File: src/common/omc_pkg.sv
// Constants, types and register map of the operating mode controller
//
// Contract
// - Reset ends with mode-select pin high: run mode, fetch reset vector at 0xFFFE-0xFFFF.
// - Pin low at power-on reset or after debug force reset: enter background mode.
// - BACKGROUND command, software break or either breakpoint enters background mode.
// - In background mode CPU stays suspended, awaiting serial debug commands.
// - Non-intrusive commands accepted in run and background modes.
// - CPU register access, trace and resume accepted only in background mode.
// - WAIT instruction stops CPU clock; system clocks keep running.
// - Entering wait clears the interrupt mask bit.
// - Interrupt ends wait; CPU stacks context and enters service routine.
// - In wait only BACKGROUND and memory-with-status commands are accepted.
// - Memory-with-status in wait or stop does no access, returns stop/wait error; in stop2, and in stop3 with background off, the code rejects it instead.
// - BACKGROUND command in wait wakes device into background mode.
// - Either stop mode halts bus clock and CPU clock.
// - Stop disabled: stop instruction causes illegal-opcode reset instead.
// - Stop enabled, background enabled: stop3 with debug logic kept running.
// - Background off, both low-voltage bits set, powerdown control 0: stop3, regulator on.
// - Background off, either low-voltage bit 0: stop3 if control 0, stop2 if 1.
// - Stop3 keeps all register, logic, RAM and pin state.
// - Stop3 ends on enabled reset pin or any listed interrupt source.
// - Reset-pin exit fetches reset vector; interrupt exit takes interrupt vector.
// - Both low-voltage bits set at stop: regulator stays active throughout.
// - Converter and bandgap comparator run in stop only if detector enabled at entry.
// - Stop2 exits on wake-up pin, or real-time counter when enabled.
// - Stop2 wake restarts as power-on: module registers reset, reset vector fetched.
// - Stop2 wake sets powerdown flag; flag and pin latch hold until acknowledge written.
package omc_pkg;

  // ==========================================================================
  // Register map (byte addresses, one word each)
  localparam logic [7:0] OMC_ADDR_CTRL = 8'h00;
  localparam logic [7:0] OMC_ADDR_STATUS = 8'h04;
  localparam logic [7:0] OMC_ADDR_ACK = 8'h08;
  localparam logic [7:0] OMC_ADDR_FORCE = 8'h0C;

  // ==========================================================================
  // Field positions
  localparam int OMC_ACK_BIT = 0;
  localparam int OMC_FORCE_BIT = 0;
  localparam int OMC_ST_MODE_LSB = 0;
  localparam int OMC_ST_PARTIAL_POWERDOWN_FLAG_BIT = 8;
  localparam int OMC_ST_LATCH_BIT = 9;
  localparam int OMC_ST_CFG_LSB = 16;

  localparam logic [15:0] OMC_RESET_VECTOR = 16'hFFFE;

  // ==========================================================================
  // Types
  typedef enum logic [2:0] {
    OMC_M_RESET,
    OMC_M_RUN,
    OMC_M_BACKGROUND,
    OMC_M_WAIT,
    OMC_M_STOP3,
    OMC_M_STOP2
  } omc_mode_t;

  typedef enum logic [2:0] {
    OMC_CMD_MEM = 3'h0,
    OMC_CMD_MEM_STATUS = 3'h1,
    OMC_CMD_BDC_REG = 3'h2,
    OMC_CMD_BACKGROUND = 3'h3,
    OMC_CMD_CPU_REG = 3'h4,
    OMC_CMD_TRACE = 3'h5,
    OMC_CMD_GO = 3'h6
  } omc_cmd_t;

  // Control register, bit 0 upward: stop_enable_bit first
  typedef struct packed {
    logic rtc_wake_enable;
    logic reset_pin_enable;
    logic partial_powerdown_control;
    logic low_voltage_stop_enable;
    logic low_voltage_detect_enable;
    logic background_enable_bit;
    logic stop_enable_bit;
  } omc_cfg_t;

  localparam omc_cfg_t OMC_CFG_RESET = '0;

  typedef struct packed {
    logic valid;
    omc_cmd_t cmd;
  } omc_dbg_req_t;

  typedef struct packed {
    logic accept;
    logic reject;
    logic status_error;
    logic mem_access;
  } omc_dbg_rsp_t;

  typedef struct packed {
    logic cyc;
    logic stb;
    logic we;
    logic [7:0] adr;
    logic [3:0] sel;
    logic [31:0] dat;
  } omc_wb_req_t;

endpackage : omc_pkg

File: src/logic/omc_mode_ctrl.sv
// Operating mode controller: reset mode pick, wait, stop3/stop2 and debug command gating
`timescale 1ns/10ps
`default_nettype none
module omc_mode_ctrl
  import omc_pkg::*;
(
  input wire logic clk_i,
  input wire logic rst_i,
  // Wishbone slave
  input wire omc_wb_req_t wb_i,
  output logic [31:0] wb_dat_o,
  output logic wb_ack_o,
  // Reset and pins
  input wire logic por_i,
  input wire logic background_mode_select_pin_i,
  input wire logic reset_pin_n_i,
  input wire logic wakeup_pin_n_i,
  // CPU decode and event sources
  input wire logic wait_exec_i,
  input wire logic stop_exec_i,
  input wire logic software_break_instruction_i,
  input wire logic bdc_breakpoint_i,
  input wire logic dbg_breakpoint_i,
  input wire logic irq_request_i,
  input wire logic [6:0] stop3_wake_src_i,
  input wire logic rtc_wake_i,
  // Debug command path from the background debug controller
  input wire omc_dbg_req_t dbg_req_i,
  output omc_dbg_rsp_t dbg_rsp_o,
  // Mode outputs
  output omc_mode_t mode_o,
  output logic cpu_clk_en_o,
  output logic cpu_suspend_o,
  output logic bus_clk_en_o,
  output logic bdc_clk_en_o,
  output logic vreg_active_o,
  output logic adc_stop_en_o,
  output logic analog_comparator_bandgap_stop_en_o,
  output logic pins_latched_o,
  output logic clear_irq_mask_o,
  output logic irq_resume_o,
  output logic trace_step_o,
  output logic fetch_vector_o,
  output logic [15:0] vector_addr_o,
  output logic illegal_opcode_reset_o,
  output logic module_reset_o
);

  // ==========================================================================
  // State
  typedef struct packed {
    omc_mode_t mode;
    omc_cfg_t cfg;
    logic force_pending;
    logic partial_powerdown_flag;
    logic pins_latched;
    logic stop_bdc;
    logic stop_vreg;
    logic stop_lvd;
    logic [1:0] ms_sync;
    logic [1:0] rst_sync;
    logic [1:0] wk_sync;
    logic cpu_clk_en;
    logic cpu_suspend;
    logic bus_clk_en;
    logic bdc_clk_en;
    logic vreg_active;
    logic adc_stop_en;
    logic analog_comparator_stop_en;
    logic clear_imask;
    logic irq_resume;
    logic trace_step;
    logic fetch_vector;
    logic [15:0] vector_addr;
    logic illegal_reset;
    logic module_reset;
    omc_dbg_rsp_t rsp;
    logic wb_ack;
    logic [31:0] wb_dat;
  } omc_state_t;

  omc_state_t r;
  omc_state_t next_r;

  function automatic logic omc_nonintrusive(input omc_cmd_t c);
    return (c == OMC_CMD_MEM) || (c == OMC_CMD_MEM_STATUS) ||
           (c == OMC_CMD_BDC_REG) || (c == OMC_CMD_BACKGROUND);
  endfunction : omc_nonintrusive

  // Commands that reach memory when the device is awake
  function automatic logic omc_mem_cmd(input omc_cmd_t c);
    return (c == OMC_CMD_MEM) || (c == OMC_CMD_MEM_STATUS);
  endfunction : omc_mem_cmd

  // Answer used while asleep: status reads error out, BACKGROUND is taken
  function automatic omc_dbg_rsp_t omc_sleep_rsp(input omc_cmd_t c);
    omc_dbg_rsp_t s;
    s = '0;
    if (c == OMC_CMD_MEM_STATUS) begin
      s.accept = 1'b1;
      s.status_error = 1'b1;
    end else if (c == OMC_CMD_BACKGROUND) begin
      s.accept = 1'b1;
    end else begin
      s.reject = 1'b1;
    end
    return s;
  endfunction : omc_sleep_rsp

  logic wb_hit;
  logic wr_ok;
  logic ms_high;
  logic rst_pin_active;
  logic wake_pin_active;
  logic dbg_bg;
  logic bg_event;
  logic ack_write;

  always_comb begin
    next_r = r;
    wb_hit = wb_i.cyc && wb_i.stb && !r.wb_ack;
    wr_ok = wb_hit && wb_i.we && wb_i.sel[0];
    ms_high = r.ms_sync[1];
    rst_pin_active = !r.rst_sync[1];
    wake_pin_active = !r.wk_sync[1];
    dbg_bg = dbg_req_i.valid && (dbg_req_i.cmd == OMC_CMD_BACKGROUND);
    bg_event = dbg_bg || software_break_instruction_i || bdc_breakpoint_i || dbg_breakpoint_i;
    ack_write = wr_ok && (wb_i.adr == OMC_ADDR_ACK) && wb_i.dat[OMC_ACK_BIT];

    // Pin synchronisers: only stage 2 is read by logic, stage 1 may be metastable
    next_r.ms_sync = {r.ms_sync[0], background_mode_select_pin_i};
    next_r.rst_sync = {r.rst_sync[0], reset_pin_n_i};
    next_r.wk_sync = {r.wk_sync[0], wakeup_pin_n_i};

    // Single-cycle pulses default low
    next_r.clear_imask = 1'b0;
    next_r.irq_resume = 1'b0;
    next_r.trace_step = 1'b0;
    next_r.fetch_vector = 1'b0;
    next_r.illegal_reset = 1'b0;
    next_r.module_reset = 1'b0;
    next_r.rsp = '0;

    // ========================================================================
    // Wishbone register file
    next_r.wb_ack = wb_hit;
    next_r.wb_dat = '0;
    if (wb_hit && !wb_i.we) begin
      case (wb_i.adr)
        OMC_ADDR_CTRL: begin
          next_r.wb_dat[$bits(omc_cfg_t)-1:0] = r.cfg;
        end
        OMC_ADDR_STATUS: begin
          next_r.wb_dat[OMC_ST_MODE_LSB +: $bits(omc_mode_t)] = r.mode;
          next_r.wb_dat[OMC_ST_PARTIAL_POWERDOWN_FLAG_BIT] = r.partial_powerdown_flag;
          next_r.wb_dat[OMC_ST_LATCH_BIT] = r.pins_latched;
          next_r.wb_dat[OMC_ST_CFG_LSB +: 3] = {r.stop_lvd, r.stop_vreg, r.stop_bdc};
        end
        default: begin
          next_r.wb_dat = '0;
        end
      endcase
    end
    if (wr_ok && wb_i.adr == OMC_ADDR_CTRL) begin
      next_r.cfg = omc_cfg_t'(wb_i.dat[$bits(omc_cfg_t)-1:0]);
    end
    if (ack_write) begin
      // Acknowledge reopens the pin latches and drops the flag
      next_r.partial_powerdown_flag = 1'b0;
      next_r.pins_latched = 1'b0;
    end
    if (wr_ok && wb_i.adr == OMC_ADDR_FORCE && wb_i.dat[OMC_FORCE_BIT]) begin
      // Debug force reset: restart internally and remember why
      next_r.force_pending = 1'b1;
      next_r.module_reset = 1'b1;
      next_r.cfg = OMC_CFG_RESET;
      next_r.mode = OMC_M_RESET;
    end

    // ========================================================================
    // Mode sequencer
    case (r.mode)
      OMC_M_RESET: begin
        // Nothing is decoded while the mode is still being picked
        if (dbg_req_i.valid) begin
          next_r.rsp.reject = 1'b1;
        end
        next_r.force_pending = 1'b0;
        if (!ms_high && (por_i || r.force_pending)) begin
          next_r.mode = OMC_M_BACKGROUND;
        end else begin
          next_r.mode = OMC_M_RUN;
          next_r.fetch_vector = 1'b1;
          next_r.vector_addr = OMC_RESET_VECTOR;
        end
      end
      OMC_M_RUN: begin
        if (dbg_req_i.valid) begin
          next_r.rsp.accept = omc_nonintrusive(dbg_req_i.cmd);
          next_r.rsp.reject = !omc_nonintrusive(dbg_req_i.cmd);
          next_r.rsp.mem_access = omc_mem_cmd(dbg_req_i.cmd);
        end
        if (bg_event) begin
          next_r.mode = OMC_M_BACKGROUND;
        end else if (wait_exec_i) begin
          next_r.mode = OMC_M_WAIT;
          next_r.clear_imask = 1'b1;
        end else if (stop_exec_i) begin
          if (!r.cfg.stop_enable_bit) begin
            // Illegal opcode reset goes through the normal reset pick
            next_r.illegal_reset = 1'b1;
            next_r.module_reset = 1'b1;
            next_r.cfg = OMC_CFG_RESET;
            next_r.mode = OMC_M_RESET;
          end else begin
            // Selection frozen here; later control writes change only the reset-pin and real-time counter wake enables
            next_r.stop_bdc = r.cfg.background_enable_bit;
            next_r.stop_lvd = r.cfg.low_voltage_detect_enable && r.cfg.low_voltage_stop_enable;
            next_r.stop_vreg = r.cfg.background_enable_bit || next_r.stop_lvd;
            if (!r.cfg.background_enable_bit && !next_r.stop_lvd && r.cfg.partial_powerdown_control) begin
              next_r.mode = OMC_M_STOP2;
              next_r.pins_latched = 1'b1;
            end else begin
              next_r.mode = OMC_M_STOP3;
            end
          end
        end
      end
      OMC_M_BACKGROUND: begin
        if (dbg_req_i.valid) begin
          next_r.rsp.accept = 1'b1;
          next_r.rsp.mem_access = omc_mem_cmd(dbg_req_i.cmd);
          if (dbg_req_i.cmd == OMC_CMD_TRACE) begin
            next_r.trace_step = 1'b1;
          end
          if (dbg_req_i.cmd == OMC_CMD_GO) begin
            next_r.mode = OMC_M_RUN;
          end
        end
      end
      OMC_M_WAIT: begin
        if (dbg_req_i.valid) begin
          next_r.rsp = omc_sleep_rsp(dbg_req_i.cmd);
        end
        if (dbg_bg) begin
          next_r.mode = OMC_M_BACKGROUND;
        end else if (irq_request_i) begin
          next_r.mode = OMC_M_RUN;
          next_r.irq_resume = 1'b1;
        end
      end
      OMC_M_STOP3: begin
        // Debug logic only hears commands if it was kept clocked
        if (dbg_req_i.valid) begin
          if (r.stop_bdc) begin
            next_r.rsp = omc_sleep_rsp(dbg_req_i.cmd);
          end else begin
            next_r.rsp.reject = 1'b1;
          end
        end
        if (r.cfg.reset_pin_enable && rst_pin_active) begin
          next_r.module_reset = 1'b1;
          next_r.cfg = OMC_CFG_RESET;
          next_r.mode = OMC_M_RESET;
        end else if (dbg_bg && r.stop_bdc) begin
          next_r.mode = OMC_M_BACKGROUND;
        end else if (|stop3_wake_src_i) begin
          next_r.mode = OMC_M_RUN;
          next_r.irq_resume = 1'b1;
        end
      end
      OMC_M_STOP2: begin
        if (dbg_req_i.valid) begin
          next_r.rsp.reject = 1'b1;
        end
        if (wake_pin_active || (rtc_wake_i && r.cfg.rtc_wake_enable)) begin
          // Power-on style restart; flag and pin latch survive it
          next_r.module_reset = 1'b1;
          next_r.cfg = OMC_CFG_RESET;
          next_r.mode = OMC_M_RUN;
          next_r.fetch_vector = 1'b1;
          next_r.vector_addr = OMC_RESET_VECTOR;
          next_r.partial_powerdown_flag = 1'b1;
          next_r.pins_latched = 1'b1;
        end
      end
      default: begin
        next_r.mode = OMC_M_RESET;
      end
    endcase

    // ========================================================================
    // Clock and power gating follow the next mode
    next_r.cpu_clk_en = (next_r.mode == OMC_M_RUN) || (next_r.mode == OMC_M_BACKGROUND);
    next_r.cpu_suspend = (next_r.mode == OMC_M_BACKGROUND);
    next_r.bus_clk_en = (next_r.mode != OMC_M_STOP3) && (next_r.mode != OMC_M_STOP2);
    next_r.bdc_clk_en = next_r.bus_clk_en || ((next_r.mode == OMC_M_STOP3) && next_r.stop_bdc);
    next_r.vreg_active = next_r.bus_clk_en || ((next_r.mode == OMC_M_STOP3) && next_r.stop_vreg);
    next_r.adc_stop_en = (next_r.mode == OMC_M_STOP3) && next_r.stop_lvd;
    next_r.analog_comparator_stop_en = (next_r.mode == OMC_M_STOP3) && next_r.stop_lvd;
  end

  always_ff @(posedge clk_i) begin
    if (rst_i) begin
      r <= '0;
      r.mode <= OMC_M_RESET;
      r.cfg <= OMC_CFG_RESET;
      // Synchronisers keep sampling so the pin level is known at release
      r.ms_sync <= next_r.ms_sync;
      r.rst_sync <= next_r.rst_sync;
      r.wk_sync <= next_r.wk_sync;
      r.bus_clk_en <= 1'b1;
      r.bdc_clk_en <= 1'b1;
      r.vreg_active <= 1'b1;
    end else begin
      r <= next_r;
    end
  end

  assign wb_dat_o = r.wb_dat;
  assign wb_ack_o = r.wb_ack;
  assign dbg_rsp_o = r.rsp;
  assign mode_o = r.mode;
  assign cpu_clk_en_o = r.cpu_clk_en;
  assign cpu_suspend_o = r.cpu_suspend;
  assign bus_clk_en_o = r.bus_clk_en;
  assign bdc_clk_en_o = r.bdc_clk_en;
  assign vreg_active_o = r.vreg_active;
  assign adc_stop_en_o = r.adc_stop_en;
  assign analog_comparator_bandgap_stop_en_o = r.analog_comparator_stop_en;
  assign pins_latched_o = r.pins_latched;
  assign clear_irq_mask_o = r.clear_imask;
  assign irq_resume_o = r.irq_resume;
  assign trace_step_o = r.trace_step;
  assign fetch_vector_o = r.fetch_vector;
  assign vector_addr_o = r.vector_addr;
  assign illegal_opcode_reset_o = r.illegal_reset;
  assign module_reset_o = r.module_reset;

endmodule : omc_mode_ctrl
`default_nettype wire

File: config.mk
export PLATFORM = sky130hd
export DESIGN_NAME = omc_mode_ctrl
export DESIGN_NICKNAME = d
export VERILOG_FILES = /design/src/common/omc_pkg.sv /design/src/logic/omc_mode_ctrl.sv
export SDC_FILE = /design/constraint.sdc
export NUM_CORES = 1
export LEC_CHECK = 0
export BUFFER_PORTS_ARGS = -buffer_cell sky130_fd_sc_hd__buf_4
export CELL_PAD_IN_SITES_DETAIL_PLACEMENT = 1
export CELL_PAD_IN_SITES_GLOBAL_PLACEMENT = 1
export CORE_MARGIN = 4
export CORE_UTILIZATION = 34
export DETAILED_ROUTE_END_ITERATION = 7
export PLACE_DENSITY_LB_ADDON = 0.25
export SLEW_MARGIN = 40
export SYNTH_ARGS = -nofsm -noshare
export SYNTH_HDL_FRONTEND = slang
export SYNTH_SLANG_ARGS = --single-unit
export TNS_END_PERCENT = 1
File: constraint.sdc
create_clock -name clk_i -period 3 [get_ports clk_i]
set_input_delay 0 -clock clk_i [delete_from_list [all_inputs] [get_ports clk_i]]
set_output_delay 0 -clock clk_i [all_outputs]
set_load 0.03 [all_outputs]
==> flow_metrics.py <==
metrics = {
    "floorplanning": {
        "start_util": 0.349,
        "dieArea_um2": 8850,
        "placementRows": 31,
        "core_area_um2": 7210,
        "io_pins": 141,
        "die_w_um": 94.1,
        "fp.dieH_um": 94.1,
    },
    "synthesis": {
        "asyncSetResetFlopFracSynth": 0,
        "synth.top_cells.by_area": "dfxtp_1 (41%), buf_4 (17%), nor2_1 (4.5%)",
        "ys_ff_latch": 52,
        "synth_warnings": 0,
        "synth_top_area_share": 0.413,
        "yosysTopAreaCell": "dfxtp_1",
        "synth-seq-area-share": 0.413,
        "ys_types": 59,
        "synth_ff_type": "dfxtp_1",
        "syn_area_um2": 2520,
        "synth_edf_count": 0,
        "synth_area_per_cell_um2": 9.10,
        "syn_inst": 277,
    },
    "run": {
        "max-cap-violations": 0,
    },
    "setup_path": {
        "end_kind": "flip-flop",
        "worstPathRequired_ns": 3.20,
        "timing.rr.end": "cpu_clk_en_o",
        "r2r-start": "mode_o[1]",
        "critPathKind": "reg2reg",
        "path_max_fanout": 20,
        "reg2reg_depth": 6,
        "arrival_ns": 2.33,
        "reg2reg_slack_ns": 0.87,
        "cp-start-kind": "flip-flop",
    },
    "final_layout": {
        "final_common_cell": "buf_4",
        "postLayoutCoreUtil": 0.447,
        "area_growth_pct": 27.9,
        "layout_common_cells": "buf_4 (92), dfxtp_1 (52), nor2_1 (30)",
        "fin_nets": 421,
        "multi_input_area_um2": 1070,
        "fin_area_um2": 3220,
        "n_antenna_cell": 0,
        "finalNonFillerCells": 450,
        "layout.area.seq_um2": 1040,
        "drive_above_1_share": 0.328,
        "fill_cells": 869,
    },
    "worst_hold_path": {
        "whs_endpoint": "r[72]",
        "hold_path_depth": 2,
        "hold_path_class": "in2reg",
        "worstHoldStart": "rst_i",
    },
    "placed_design": {
        "place_congestion": 0.842,
        "placed_cell_area_um2": 2940,
        "dp_slack_ns": 0.933,
        "dp_hpwl_mm": 4.94,
        "dp_cells": 423,
        "io_buffer_count": 91,
    },
    "cts": {
        "clkSlewWorstSetupHoldPaths_ns": 0.11,
        "cts_max_level": 2,
        "clockBufferDepth": 2,
        "clk_latency_ns": 0.31,
        "cts_tree": "built",
        "clockRootBuffer": "clkbuf_8",
        "cts_made_buffers": 5,
        "ctsResizeCount": 0,
        "cts_sinks": 52,
    },
    "sta": {
        "finClkSkew_ns": 0.0138,
        "period_minus_slack_ns": 2.13,
        "holdWs_ns": 0.00442,
        "timing.fmax_mhz": 469,
        "setup_ws_ns": 0.868,
        "tightest_slew_ns": 0.739,
        "timing.final.max_slew_violations": 0,
        "hold_viol_final": 0,
        "rsz0062_at_grt": "false",
        "tns_ns": 0,
        "relSlewSlack": 0.507,
        "post-route-period-util": 0.711,
        "finalSetupViolCount": 0,
    },
    "pwr": {
        "p_sw_mw": 0.505,
        "power_density_nw_per_um2": 479,
        "ir_worst_vdd_mv": 0.233,
        "swShare": 0.327,
        "pwr-share-comb": 0.247,
        "seqPwrFrac": 0.485,
        "p_leak_nw": 1.43,
        "intPower_mw": 1.04,
        "power_frac_clock": 0.268,
        "finalPower_mw": 1.54,
    },
    "drt": {
        "drc": 0,
        "drtIter0Drc": 109,
        "vias": 2071,
        "routedWlPerCell_um": 14.7,
        "drt_pass1_iterations": 4,
        "drt_wl_total_mm": 6.60,
        "via_per_inst": 4.60,
        "ant_nets": 0,
    },
    "grt": {
        "grt_max_degree": 24,
        "grt.total_usage": 0.150,
        "grt_pass1_wl_mm": 10.4,
        "grt_pass1_vias": 2126,
        "antenna_found_initial": 0,
        "globalRoute.totalOverflow": 0,
    },
    "run_status": {
        "status": "complete, no violations",
    },
}
-- logic make-up after synthesis --
group,after synthesis,share of synthesized area
flops,52,0.413
xor+xnor,1,0.00348
mux,9,0.0362
buf+inv,68,0.192
simple gates,108,0.257
other cells,1,0.00149
compound gates,38,0.0973
-- Yosys cell counts (2+ instances only) --
cell       n
nor2b_1    3
o22ai_1    3
o31ai_1    2
and3_1     2
or4_1      2
inv_1      2
nand2b_1   8
nor3_1     7
a21oi_1   10
buf_4     57
nand3b_1   3
mux2i_1    8
nand2_1   12
dfxtp_1   52
and2_1    10
nor3_2     2
nor3b_1    2
nand3_1    3
o21ai_0    5
o21ai_1    3
a22o_1     3
nor4_1     3
a311oi_1   2
nand4_1    4
a31oi_1    2
buf_2      5
nor2_1    30
-- power groups by stage --
stage	clock [mW]	sequential, mW	combinational, mW
floorplan	0	0.759	0.296
global placement	0	0.764	0.359
detailed placement	0	0.764	0.364
CTS	0.430	0.749	0.384
global route	0.458	0.755	0.408
finish	0.414	0.748	0.382
-- per-layer routing --
layer,track usage,share of wire,vias to the layer above
li1,-,-,1017
met5,0,0,-
met1,0.179,0.43,974
met4,0.0457,0.016,0
met3,0.0345,0.062,8
met2,0.265,0.49,72
-- how the worst max path moves through the flow --
stage | start | end | cells past startpoint
2_1_floorplan | mode_o[1] | cpu_clk_en_o | 7
3_3_place_gp | mode_o[1] | cpu_clk_en_o | 6
3_5_place_dp | mode_o[1] | cpu_clk_en_o | 6
4_1_cts | mode_o[1] | cpu_clk_en_o | 6
5_1_grt | mode_o[0] | cpu_clk_en_o | 5
6_report | mode_o[1] | cpu_clk_en_o | 6
-- layout make-up --
cell class              instances  area share
repair buffers                111       0.273
flip-flops and latches         52       0.323
clock buffers                   5      0.0214
well taps                      99      0.0384
inverters                       3     0.00350
multi-input cells             177       0.332
clock inverters                 3     0.00777
-- worst max-delay path, cell delays in order (launching register included) --
cell and delay [ns]:
dfxtp_1 0.79, nand2b_4 0.28, or3b_1 0.17, o21ai_0 0.13
nor2_1 0.23, nand3_2 0.15, mux2_2 0.29
-- repair_timing --
action                     4_1_cts  5_1_grt
buffers inserted                 0        0
hold endpoints to repair        16        0
hold buffers                    19        0
setup endpoints to repair        0        0
-- sequential cells by signal, indices dropped and copies added (netlist names), 3 cells and up --
register,count
r,14
next_r,3
dbg_rsp_o,4
wb_dat_o,12
mode_o,3
(Power assumes the default switching activity.)
